**config.mk**
```make
export PLATFORM = sky130hd
export DESIGN_NAME = rftx_regs
export DESIGN_NICKNAME = d
export VERILOG_FILES = /design/src/logic/rftx_pkg.sv /design/src/logic/rftx_regs.sv
export SDC_FILE = /design/constraint.sdc
export NUM_CORES = 1
export LEC_CHECK = 0
export ABC_AREA = 1
export BUFFER_PORTS_ARGS = -buffer_cell sky130_fd_sc_hd__buf_2
export CAP_MARGIN = 0
export CORE_AREA = 4 4 101 103
export CTS_CLUSTER_SIZE = 40
export DETAILED_ROUTE_END_ITERATION = 10
export DIE_AREA = 0 0 105 107
export PLACE_DENSITY_LB_ADDON = 0.05
export SKIP_CTS_REPAIR_TIMING = 1
export SLEW_MARGIN = 0
export SYNTH_ARGS = -nofsm -noshare
export SYNTH_HDL_FRONTEND = slang
export SYNTH_SLANG_ARGS = --single-unit
```
**constraint.sdc**
```tcl
create_clock -name pclk -period 1 [get_ports pclk]
set_input_delay 0.05 -clock pclk [delete_from_list [all_inputs] [get_ports pclk]]
set_output_delay 0.05 -clock pclk [all_outputs]
set_load 0.01 [all_outputs]
```
**src/logic/rftx_pkg.sv**
```systemverilog
// rftx_pkg: register map, field positions and reset values of the
// transmitter power and synthesizer test register bank.
// assumes: APB slave with 32-bit data, one register per aligned word.
package rftx_pkg;

    // register indices; byte address is four times the index
    localparam logic [9:0] RFTX_IDX_POWER = 10'h01C;
    localparam logic [9:0] RFTX_IDX_SLEEP = 10'h020;
    localparam logic [9:0] RFTX_IDX_DACPUMP = 10'h021;
    localparam logic [9:0] RFTX_IDX_LOOP = 10'h022;
    localparam logic [9:0] RFTX_IDX_OSCCAL = 10'h023;
    localparam logic [9:0] RFTX_IDX_PUMPTEST = 10'h024;
    localparam logic [9:0] RFTX_IDX_COMPDITH = 10'h025;
    localparam logic [9:0] RFTX_IDX_STATUS = 10'h026;

    // tx_power_level fields
    localparam int RFTX_POS_HIGH = 4;
    localparam int RFTX_POS_LOW = 0;
    localparam logic [3:0] RFTX_RST_HIGH = 4'h0;
    localparam logic [3:0] RFTX_RST_LOW = 4'hF;

    // block_power_down fields (bits 3:0 reserved)
    localparam int RFTX_POS_AMP_SLEEP = 7;
    localparam int RFTX_POS_OSC_SLEEP = 6;
    localparam int RFTX_POS_DIV_SLEEP = 5;
    localparam int RFTX_POS_PUMP_SLEEP = 4;
    localparam logic [3:0] RFTX_RST_SLEEP = 4'h0;
    localparam logic [1:0] RFTX_SLEEP_MODE_GATED = 2'h2;

    // dac_and_pump_override fields
    localparam int RFTX_POS_DAC_OPEN = 4;
    localparam int RFTX_POS_PUMP_CO = 0;
    localparam logic [3:0] RFTX_RST_DAC_OPEN = 4'h4;
    localparam logic [3:0] RFTX_RST_PUMP_CO = 4'hD;

    // loop_override_control fields
    localparam int RFTX_POS_BREAK = 7;
    localparam int RFTX_POS_PUMP_OVR = 6;
    localparam int RFTX_POS_ARRAY_OVR = 5;
    localparam int RFTX_POS_ARRAY_AO = 0;
    localparam logic [4:0] RFTX_RST_ARRAY_AO = 5'h10;

    // vco_current_cal_test fields
    localparam int RFTX_POS_MANUAL = 7;
    localparam int RFTX_POS_CUR_OVR = 6;
    localparam int RFTX_POS_CUR_CO = 0;
    localparam logic [5:0] RFTX_RST_CUR_CO = 6'h06;

    // charge_pump_test fields (bits 4:0 reserved)
    localparam int RFTX_POS_PUMP_DIS = 7;
    localparam int RFTX_POS_PUMP_UP = 6;
    localparam int RFTX_POS_PUMP_DN = 5;

    // comparator_dither_test fields (bits 5:0 reserved)
    localparam int RFTX_POS_FCOMP_EN = 7;
    localparam int RFTX_POS_DITHER = 6;
    localparam logic RFTX_RST_DITHER = 1'b1;

    // status register fields
    localparam int RFTX_POS_ST_COMP = 6;
    localparam int RFTX_POS_ST_CUR = 0;

endpackage

```
**src/logic/rftx_regs.sv**
```systemverilog
// rftx_regs: APB register bank for amplifier power levels, gated block
// sleep bits and synthesizer test overrides, with manual VCO calibration.
// assumes: analog blocks take the registered control outputs; calibrated
// values and the comparator arrive synchronous to pclk.
//
// Added by the designer: the APB interface to the registers.
module rftx_regs
#(
    parameter int ADDR_W = 12
)
(
    // clock and reset
    input wire logic pclk,
    input wire logic presetn,
    // apb slave
    input wire logic psel,
    input wire logic penable,
    input wire logic pwrite,
    input wire logic [ADDR_W-1:0] paddr,
    input wire logic [31:0] pwdata,
    input wire logic [3:0] pstrb,
    output logic [31:0] prdata,
    output logic pready,
    output logic pslverr,
    // mode and calibrated values from the synthesizer
    input wire logic [1:0] sleep_mode_select,
    input wire logic [3:0] cal_dac_value,
    input wire logic [3:0] cal_pump_current,
    input wire logic [4:0] cal_osc_array,
    input wire logic [5:0] cal_osc_current,
    input wire logic osc_cal_comp,
    // amplifier controls
    output logic [3:0] high_array_level,
    output logic [3:0] low_array_level,
    // block sleep controls
    output logic amp_sleep,
    output logic osc_sleep,
    output logic divider_buffer_sleep,
    output logic pump_sleep,
    // synthesizer test controls
    output logic loop_open,
    output logic [3:0] dac_drive,
    output logic [3:0] pump_current,
    output logic [4:0] osc_array,
    output logic [5:0] osc_current,
    output logic osc_cal_clk,
    output logic pump_disable,
    output logic pump_force_up,
    output logic pump_force_down,
    output logic fcomp_out_en,
    output logic modulator_dither_en
);
    import rftx_pkg::*;

    typedef struct packed {
        logic [7:0] power;
        logic [3:0] sleep_bits;
        logic [7:0] dac_pump;
        logic [7:0] loop_ctl;
        logic [7:0] osc_cal;
        logic [2:0] pump_test;
        logic [1:0] comp_dith;
        logic cal_clk_prev;
        logic comp_sample;
        logic [3:0] sleep_out;
        logic loop_open;
        logic [3:0] dac_drive;
        logic [3:0] pump_current;
        logic [4:0] osc_array;
        logic [5:0] osc_current;
        logic osc_cal_clk;
        logic [31:0] rdata;
    } rftx_state_t;

    rftx_state_t state;
    rftx_state_t next_state;

    logic [9:0] index;
    logic aligned;
    logic mapped;
    logic setup;
    logic wr;
    logic [7:0] wbyte;
    logic [7:0] rbyte;
    logic sleep_gate;
    logic cal_fall;

    ////////////////////////////////////////////////////////////////////////
    // bus decode

    assign index = paddr[ADDR_W-1:2];
    assign aligned = (paddr[1:0] == 2'h0);
    assign setup = psel && !penable;
    // zero wait states: every access phase completes at once
    assign pready = 1'b1;
    assign wr = psel && penable && pwrite && mapped && aligned && pstrb[0];
    assign wbyte = pwdata[7:0];
    assign pslverr = psel && penable && !(mapped && aligned);
    assign prdata = state.rdata;

    always_comb
    begin
        unique case (index)
            RFTX_IDX_POWER, RFTX_IDX_SLEEP, RFTX_IDX_DACPUMP, RFTX_IDX_LOOP,
            RFTX_IDX_OSCCAL, RFTX_IDX_PUMPTEST, RFTX_IDX_COMPDITH,
            RFTX_IDX_STATUS:
                mapped = 1'b1;
            default:
                mapped = 1'b0;
        endcase
    end

    // reserved bits read back as zero
    always_comb
    begin
        rbyte = 8'h00;
        unique case (index)
            RFTX_IDX_POWER:
                rbyte = state.power;
            RFTX_IDX_SLEEP:
                rbyte = {state.sleep_bits, 4'h0};
            RFTX_IDX_DACPUMP:
                rbyte = state.dac_pump;
            RFTX_IDX_LOOP:
                rbyte = state.loop_ctl;
            RFTX_IDX_OSCCAL:
                rbyte = state.osc_cal;
            RFTX_IDX_PUMPTEST:
                rbyte = {state.pump_test, 5'h00};
            RFTX_IDX_COMPDITH:
                rbyte = {state.comp_dith, 6'h00};
            RFTX_IDX_STATUS:
                // comparator sample is one when set current exceeds core
                rbyte = {1'b0, state.comp_sample, state.osc_current};
            default:
                rbyte = 8'h00;
        endcase
    end

    ////////////////////////////////////////////////////////////////////////
    // next state

    assign sleep_gate = (sleep_mode_select == RFTX_SLEEP_MODE_GATED);
    // software toggles the override bit as a slow calibration clock
    assign cal_fall = state.osc_cal[RFTX_POS_MANUAL] && state.cal_clk_prev
        && !state.osc_cal[RFTX_POS_CUR_OVR];

    always_comb
    begin
        next_state = state;
        if (setup)
        begin
            next_state.rdata = {24'h000000, (aligned ? rbyte : 8'h00)};
        end
        if (wr)
        begin
            unique case (index)
                RFTX_IDX_POWER:
                    next_state.power = wbyte;
                RFTX_IDX_SLEEP:
                    next_state.sleep_bits = wbyte[7:4];
                RFTX_IDX_DACPUMP:
                    next_state.dac_pump = wbyte;
                RFTX_IDX_LOOP:
                    next_state.loop_ctl = wbyte;
                RFTX_IDX_OSCCAL:
                    next_state.osc_cal = wbyte;
                RFTX_IDX_PUMPTEST:
                    next_state.pump_test = wbyte[7:5];
                RFTX_IDX_COMPDITH:
                    next_state.comp_dith = wbyte[7:6];
                default:
                    next_state.power = state.power;
            endcase
        end
        next_state.cal_clk_prev = state.osc_cal[RFTX_POS_CUR_OVR];
        if (cal_fall)
        begin
            next_state.comp_sample = osc_cal_comp;
        end
        // sleep bits only bite in the gated sleep mode
        next_state.sleep_out = sleep_gate ? state.sleep_bits : 4'h0;
        next_state.loop_open = state.loop_ctl[RFTX_POS_BREAK];
        next_state.dac_drive = state.loop_ctl[RFTX_POS_BREAK]
            ? state.dac_pump[RFTX_POS_DAC_OPEN +: 4] : cal_dac_value;
        next_state.pump_current = state.loop_ctl[RFTX_POS_PUMP_OVR]
            ? state.dac_pump[RFTX_POS_PUMP_CO +: 4] : cal_pump_current;
        next_state.osc_array = state.loop_ctl[RFTX_POS_ARRAY_OVR]
            ? state.loop_ctl[RFTX_POS_ARRAY_AO +: 5] : cal_osc_array;
        next_state.osc_current = state.osc_cal[RFTX_POS_CUR_OVR]
            ? state.osc_cal[RFTX_POS_CUR_CO +: 6] : cal_osc_current;
        next_state.osc_cal_clk = state.osc_cal[RFTX_POS_MANUAL]
            && state.osc_cal[RFTX_POS_CUR_OVR];
    end

    ////////////////////////////////////////////////////////////////////////
    // state register

    always_ff @(posedge pclk or negedge presetn)
    begin
        if (!presetn)
        begin
            state <= '0;
            state.power <= {RFTX_RST_HIGH, RFTX_RST_LOW};
            state.sleep_bits <= RFTX_RST_SLEEP;
            state.dac_pump <= {RFTX_RST_DAC_OPEN, RFTX_RST_PUMP_CO};
            state.loop_ctl <= {3'h0, RFTX_RST_ARRAY_AO};
            state.osc_cal <= {2'h0, RFTX_RST_CUR_CO};
            state.comp_dith <= {1'b0, RFTX_RST_DITHER};
        end
        else
        begin
            state <= next_state;
        end
    end

    ////////////////////////////////////////////////////////////////////////
    // outputs

    assign high_array_level = state.power[RFTX_POS_HIGH +: 4];
    assign low_array_level = state.power[RFTX_POS_LOW +: 4];
    assign amp_sleep = state.sleep_out[RFTX_POS_AMP_SLEEP - 4];
    assign osc_sleep = state.sleep_out[RFTX_POS_OSC_SLEEP - 4];
    assign divider_buffer_sleep = state.sleep_out[RFTX_POS_DIV_SLEEP - 4];
    assign pump_sleep = state.sleep_out[RFTX_POS_PUMP_SLEEP - 4];
    assign loop_open = state.loop_open;
    assign dac_drive = state.dac_drive;
    assign pump_current = state.pump_current;
    assign osc_array = state.osc_array;
    assign osc_current = state.osc_current;
    assign osc_cal_clk = state.osc_cal_clk;
    assign pump_disable = state.pump_test[RFTX_POS_PUMP_DIS - 5];
    assign pump_force_up = state.pump_test[RFTX_POS_PUMP_UP - 5];
    assign pump_force_down = state.pump_test[RFTX_POS_PUMP_DN - 5];
    assign fcomp_out_en = state.comp_dith[RFTX_POS_FCOMP_EN - 6];
    assign modulator_dither_en = state.comp_dith[RFTX_POS_DITHER - 6];

    ////////////////////////////////////////////////////////////////////////
    // assertions

    a_power_write_lands:
    assert property (@(posedge pclk) disable iff (!presetn)
        (psel && penable && pwrite && pstrb[0] && paddr == {RFTX_IDX_POWER, 2'h0})
        |=> high_array_level == $past(pwdata[7:4]) && low_array_level == $past(pwdata[3:0]))
    else $error("power write not applied");

    a_amp_sleep_gate:
    assert property (@(posedge pclk) disable iff (!presetn)
        amp_sleep |-> $past(sleep_mode_select) == RFTX_SLEEP_MODE_GATED
            && $past(state.sleep_bits[3]))
    else $error("amplifier sleep without gated mode");

    a_osc_sleep_follow:
    assert property (@(posedge pclk) disable iff (!presetn)
        (sleep_mode_select == RFTX_SLEEP_MODE_GATED && state.sleep_bits[2]
            && !wr) |=> osc_sleep)
    else $error("oscillator sleep not applied");

    a_pump_sleep_off:
    assert property (@(posedge pclk) disable iff (!presetn)
        sleep_mode_select != RFTX_SLEEP_MODE_GATED |=> !pump_sleep && !divider_buffer_sleep)
    else $error("pump sleep outside gated mode");

    a_dac_override:
    assert property (@(posedge pclk) disable iff (!presetn)
        loop_open |-> dac_drive == $past(state.dac_pump[7:4]))
    else $error("open loop dac not from override");

    a_pump_override:
    assert property (@(posedge pclk) disable iff (!presetn)
        $past(state.loop_ctl[RFTX_POS_PUMP_OVR]) |-> pump_current == $past(state.dac_pump[3:0]))
    else $error("pump override not applied");

    a_array_select:
    assert property (@(posedge pclk) disable iff (!presetn)
        !state.loop_ctl[RFTX_POS_ARRAY_OVR] |=> osc_array == $past(cal_osc_array))
    else $error("array not from calibration");

    a_cal_sample:
    assert property (@(posedge pclk) disable iff (!presetn)
        (state.osc_cal[RFTX_POS_MANUAL] && $fell(state.osc_cal[RFTX_POS_CUR_OVR]))
        |=> state.comp_sample == $past(osc_cal_comp))
    else $error("comparator not sampled on falling clock");

    a_reserved_zero:
    assert property (@(posedge pclk) disable iff (!presetn)
        (setup && paddr == {RFTX_IDX_PUMPTEST, 2'h0}) |=> prdata[4:0] == 5'h00)
    else $error("reserved bits not zero");

    a_low_level_hold:
    assert property (@(posedge pclk) disable iff (!presetn)
        !(wr && index == RFTX_IDX_POWER) |=> $stable(low_array_level))
    else $error("low array level changed without write");

    a_div_sleep_gate:
    assert property (@(posedge pclk) disable iff (!presetn)
        divider_buffer_sleep |-> $past(sleep_mode_select) == RFTX_SLEEP_MODE_GATED
            && $past(state.sleep_bits[1]))
    else $error("divider sleep without gated mode");

    a_dac_closed:
    assert property (@(posedge pclk) disable iff (!presetn)
        !state.loop_ctl[RFTX_POS_BREAK] |=> !loop_open && dac_drive == $past(cal_dac_value))
    else $error("closed loop dac not from calibration");

    a_pump_calibrated:
    assert property (@(posedge pclk) disable iff (!presetn)
        !state.loop_ctl[RFTX_POS_PUMP_OVR] |=> pump_current == $past(cal_pump_current))
    else $error("pump current not from calibration");

    a_array_override:
    assert property (@(posedge pclk) disable iff (!presetn)
        state.loop_ctl[RFTX_POS_ARRAY_OVR] |=> osc_array == $past(state.loop_ctl[4:0]))
    else $error("array override not applied");

    a_current_override:
    assert property (@(posedge pclk) disable iff (!presetn)
        state.osc_cal[RFTX_POS_CUR_OVR] |=> osc_current == $past(state.osc_cal[5:0]))
    else $error("current override not applied");

    a_cal_clock_follow:
    assert property (@(posedge pclk) disable iff (!presetn)
        osc_cal_clk |-> $past(state.osc_cal[7:6]) == 2'h3)
    else $error("calibration clock outside manual mode");

    a_pump_disable_bit:
    assert property (@(posedge pclk) disable iff (!presetn)
        (wr && index == RFTX_IDX_PUMPTEST) |=> pump_disable == $past(wbyte[RFTX_POS_PUMP_DIS]))
    else $error("pump disable bit not applied");

    a_pump_force_bits:
    assert property (@(posedge pclk) disable iff (!presetn)
        (wr && index == RFTX_IDX_PUMPTEST)
        |=> {pump_force_up, pump_force_down} == $past(wbyte[6:5]))
    else $error("pump force bits not applied");

    a_fcomp_enable:
    assert property (@(posedge pclk) disable iff (!presetn)
        (wr && index == RFTX_IDX_COMPDITH) |=> fcomp_out_en == $past(wbyte[RFTX_POS_FCOMP_EN]))
    else $error("comparator output enable not applied");

    a_dither_enable:
    assert property (@(posedge pclk) disable iff (!presetn)
        (wr && index == RFTX_IDX_COMPDITH)
        |=> modulator_dither_en == $past(wbyte[RFTX_POS_DITHER]))
    else $error("dither enable not applied");

    a_status_compare:
    assert property (@(posedge pclk) disable iff (!presetn)
        (setup && paddr == {RFTX_IDX_STATUS, 2'h0}) |=> prdata[6] == $past(state.comp_sample))
    else $error("status comparator bit not read back");

endmodule

```
==> run summary <==
outcome - finished with violations
failing checks - negative hold slack, negative setup slack
CP max FO - 5
layout cells sized above 1 - 38.7%
initial drt markers - 134
worst hold slack - -12.8 ps
switching share of power - 25.2%
Yosys warning count - 0
Setup CP Type - in -> out
Routed WL - 11900 um
routed vias/inst - 4.68
RSZ-0062 raised after global routing - true
final setup TNS - -5870 ps
Syn Inst Count - 539
Fin Clk Skew - 7.97 ps
Seq cells post-synth - 76
Max Slew Vio Count - 0
Buf/Inv on CP - 3
Yosys cell types - 22
Finish-stage setup viols - 62
IO Port Bufs - 94
reg-to-reg critical path endpoint - prdata[6]
maximum vdd drop - 0.845 mV
crit path max-delay cell type - nor2_4
worst-path cell chain - buf_4 -> nor2_4 -> nand3_1 -> nor2_4 -> nor2_4 -> nand3_4 -> buf_6 -> a21oi_2 -> buf_2
clock root buffer - clkbuf_8
Clk Latency, worst-skew pair - 350 ps
core area - 9200 sq um
Worst Setup SP - paddr[9]
Synth Flop Type - dfrtp_1
final worst slack - -180 ps
commonest non-fill, non-tap cells in the layout - 191 x nand2_1, 83 x buf_4, 72 x buf_2
Flop pwr share - 48.1%
final non-filler cell total - 840
die width - 105 um
Worst-path clk slew - 90 ps
first-pass GRT wire length - 18000 um
number of global-route vias before repair - 3592
sw power - 1.64 mW
Slowest Stage Delay on Critical Path - 180 ps
Final Hold Fails - 2
pin count of the biggest net entering global routing - 31
Starting Density - 44.6%
GRT Overall Usage - 20.2%
DR pass1 iterations - 4
DR vias - 3931
Final ANT Viol Nets - 0
die area - 11200 sq um
worst hold path class - in -> reg
H-tree depth - 3
global placer's final weighted congestion - 0.902
Overflow after GRT - 0
clk sinks - 76
Leak - 3.13 nW
CP Launch Type - input port
Setup WS pre-CTS - -534 ps
DP HPWL - 8590 um
CTS Buf Count - 9
placed cells - 778
Avg Cell Area, Syn - 7.61 sq um
Max Freq - 0.848 GHz
Reg-to-Reg Start - pump_force_up
CP Data Required Time - 950 ps
CP Data Arrival Time - 1130 ps
Nets - 799
Netlist Area Pre-Place - 4100 sq um
Comb power frac - 11.5%
Clk network pwr share - 40.5%
Antenna diodes - 0
r2r worst-path depth - 6
area delta synth->final - 45.0%
Final period util - 118%
async set-reset flop share out of synthesis - 100%
fraction of the yosys area taken by sequential cells - 46.7%
largest delay contributor family on the critical path - simple AND/OR/NAND/NOR gates
FILL cells - 794
Die Y - 107 um
drt drc - 0
Worst Setup EP - pslverr
endpoint type of the worst setup path - primary output
worst reg-to-reg setup slack - -60 ps
fin util - 64.7%
cell row count - 35
P_int - 4.87 mW
EDFF count, synth - 0
CP most frequent cell - nor2_4
commonest non-fill, non-tap cell in the layout - nand2_1
IO Pins - 147
CTS tree - built
Pwr Density - 1090 nW/um^2
MaxCap Viol Count - 0
Period minus WS final - 1180 ps
antenna violations before repair - 0
wire length per cell - 14.1 um
critical path depth - 9
CTS max path bufs - 2
## worst register-to-register path: stages, from the launching register on
cell and delay (ps):
dfrtp_1 400, nand4_1 100, o21ai_0 80, nor2_1 190, nand2_1 80, nand3_1 60
nand2_1 40
## synth_stat cells, types with 3 or more instances
cell	n	area (sq um)
clkbuf_1	5	18.8
buf_4	60	450
inv_2	6	22.5
o22ai_1	4	25.0
nand2_1	204	766
nand3_1	23	115
a21oi_1	4	20.0
nand4_1	23	144
nor2_1	37	139
nor2_4	6	67.6
dfrtp_1	64	1600
dfstp_2	12	315
o21ai_0	25	125
inv_1	54	203
nor2_2	3	18.8
## power groups by stage
stage | Combinational [mW] | Sequential, mW | Clock, mW
after global routing | 0.820 | 3.13 | 2.85
after detailed placement | 0.587 | 3.19 | 0
final | 0.746 | 3.13 | 2.63
after CTS | 0.588 | 3.13 | 2.71
after global placement | 0.581 | 3.19 | 0
after floorplan | 0.331 | 3.18 | 0
## flip-flops by register name, indices dropped and copies added (netlist names), 2 cells and up
name	flops
high_array_level	4
osc_array	5
next_state	2
prdata	8
osc_current	6
pump_current	4
low_array_level	4
dac_drive	4
state	28
## cells by family (layout without fill, tap and decap cells)
family	count (synthesis)	in the layout	synth area share, %
AO/OA/AOI/OAI	33	33	4.15
buffers and inverters	126	293	17.0
flip-flops	76	76	46.7
multiplexers	1	1	0.275
other	2	25	0.183
AND/OR/NAND/NOR	301	301	31.6
## how the worst min path moves through the flow
stage          depth (start not counted)          to  slack (ps)  startpoint
5_1_grt                                3   state[76]           1   pwdata[4]
3_5_place_dp                           1  pump_sleep         -90     presetn
6_report                               3   state[76]         -10   pwdata[4]
2_1_floorplan                          0   amp_sleep        -250     presetn
3_3_place_gp                           1  pump_sleep         -90     presetn
4_1_cts                                1   state[88]        -470     presetn
## through the flow
stage                     total power [mW]  area (sq um)
final                                 6.51          5950
after global routing                  6.80          5950
after detailed placement              3.77          4970
after global placement                3.77          4970
after CTS                             6.43          5190
after floorplan                       3.52          4240
## per-layer routing
metal	vias up	global-route usage (%)	share of wire [%]
met5	-	0	0
met2	105	33.1	49
met4	0	5.44	1.4
met3	14	4.03	5.6
met1	1849	27.3	44
li1	1963	-	-
## final cells by class
class	count	area, sq um	area share [%]
Sequential cell	76	1920	32.2
Tap cell	111	139	2.33
Timing Repair Buffer	217	1670	28.1
Inverter	60	233	3.91
Clock inverter	6	88.8	1.49
Multi-Input combinational cell	360	1770	29.8
Clock buffer	10	128	2.15
No activity file was read; power rests on OpenSTA's default activity.
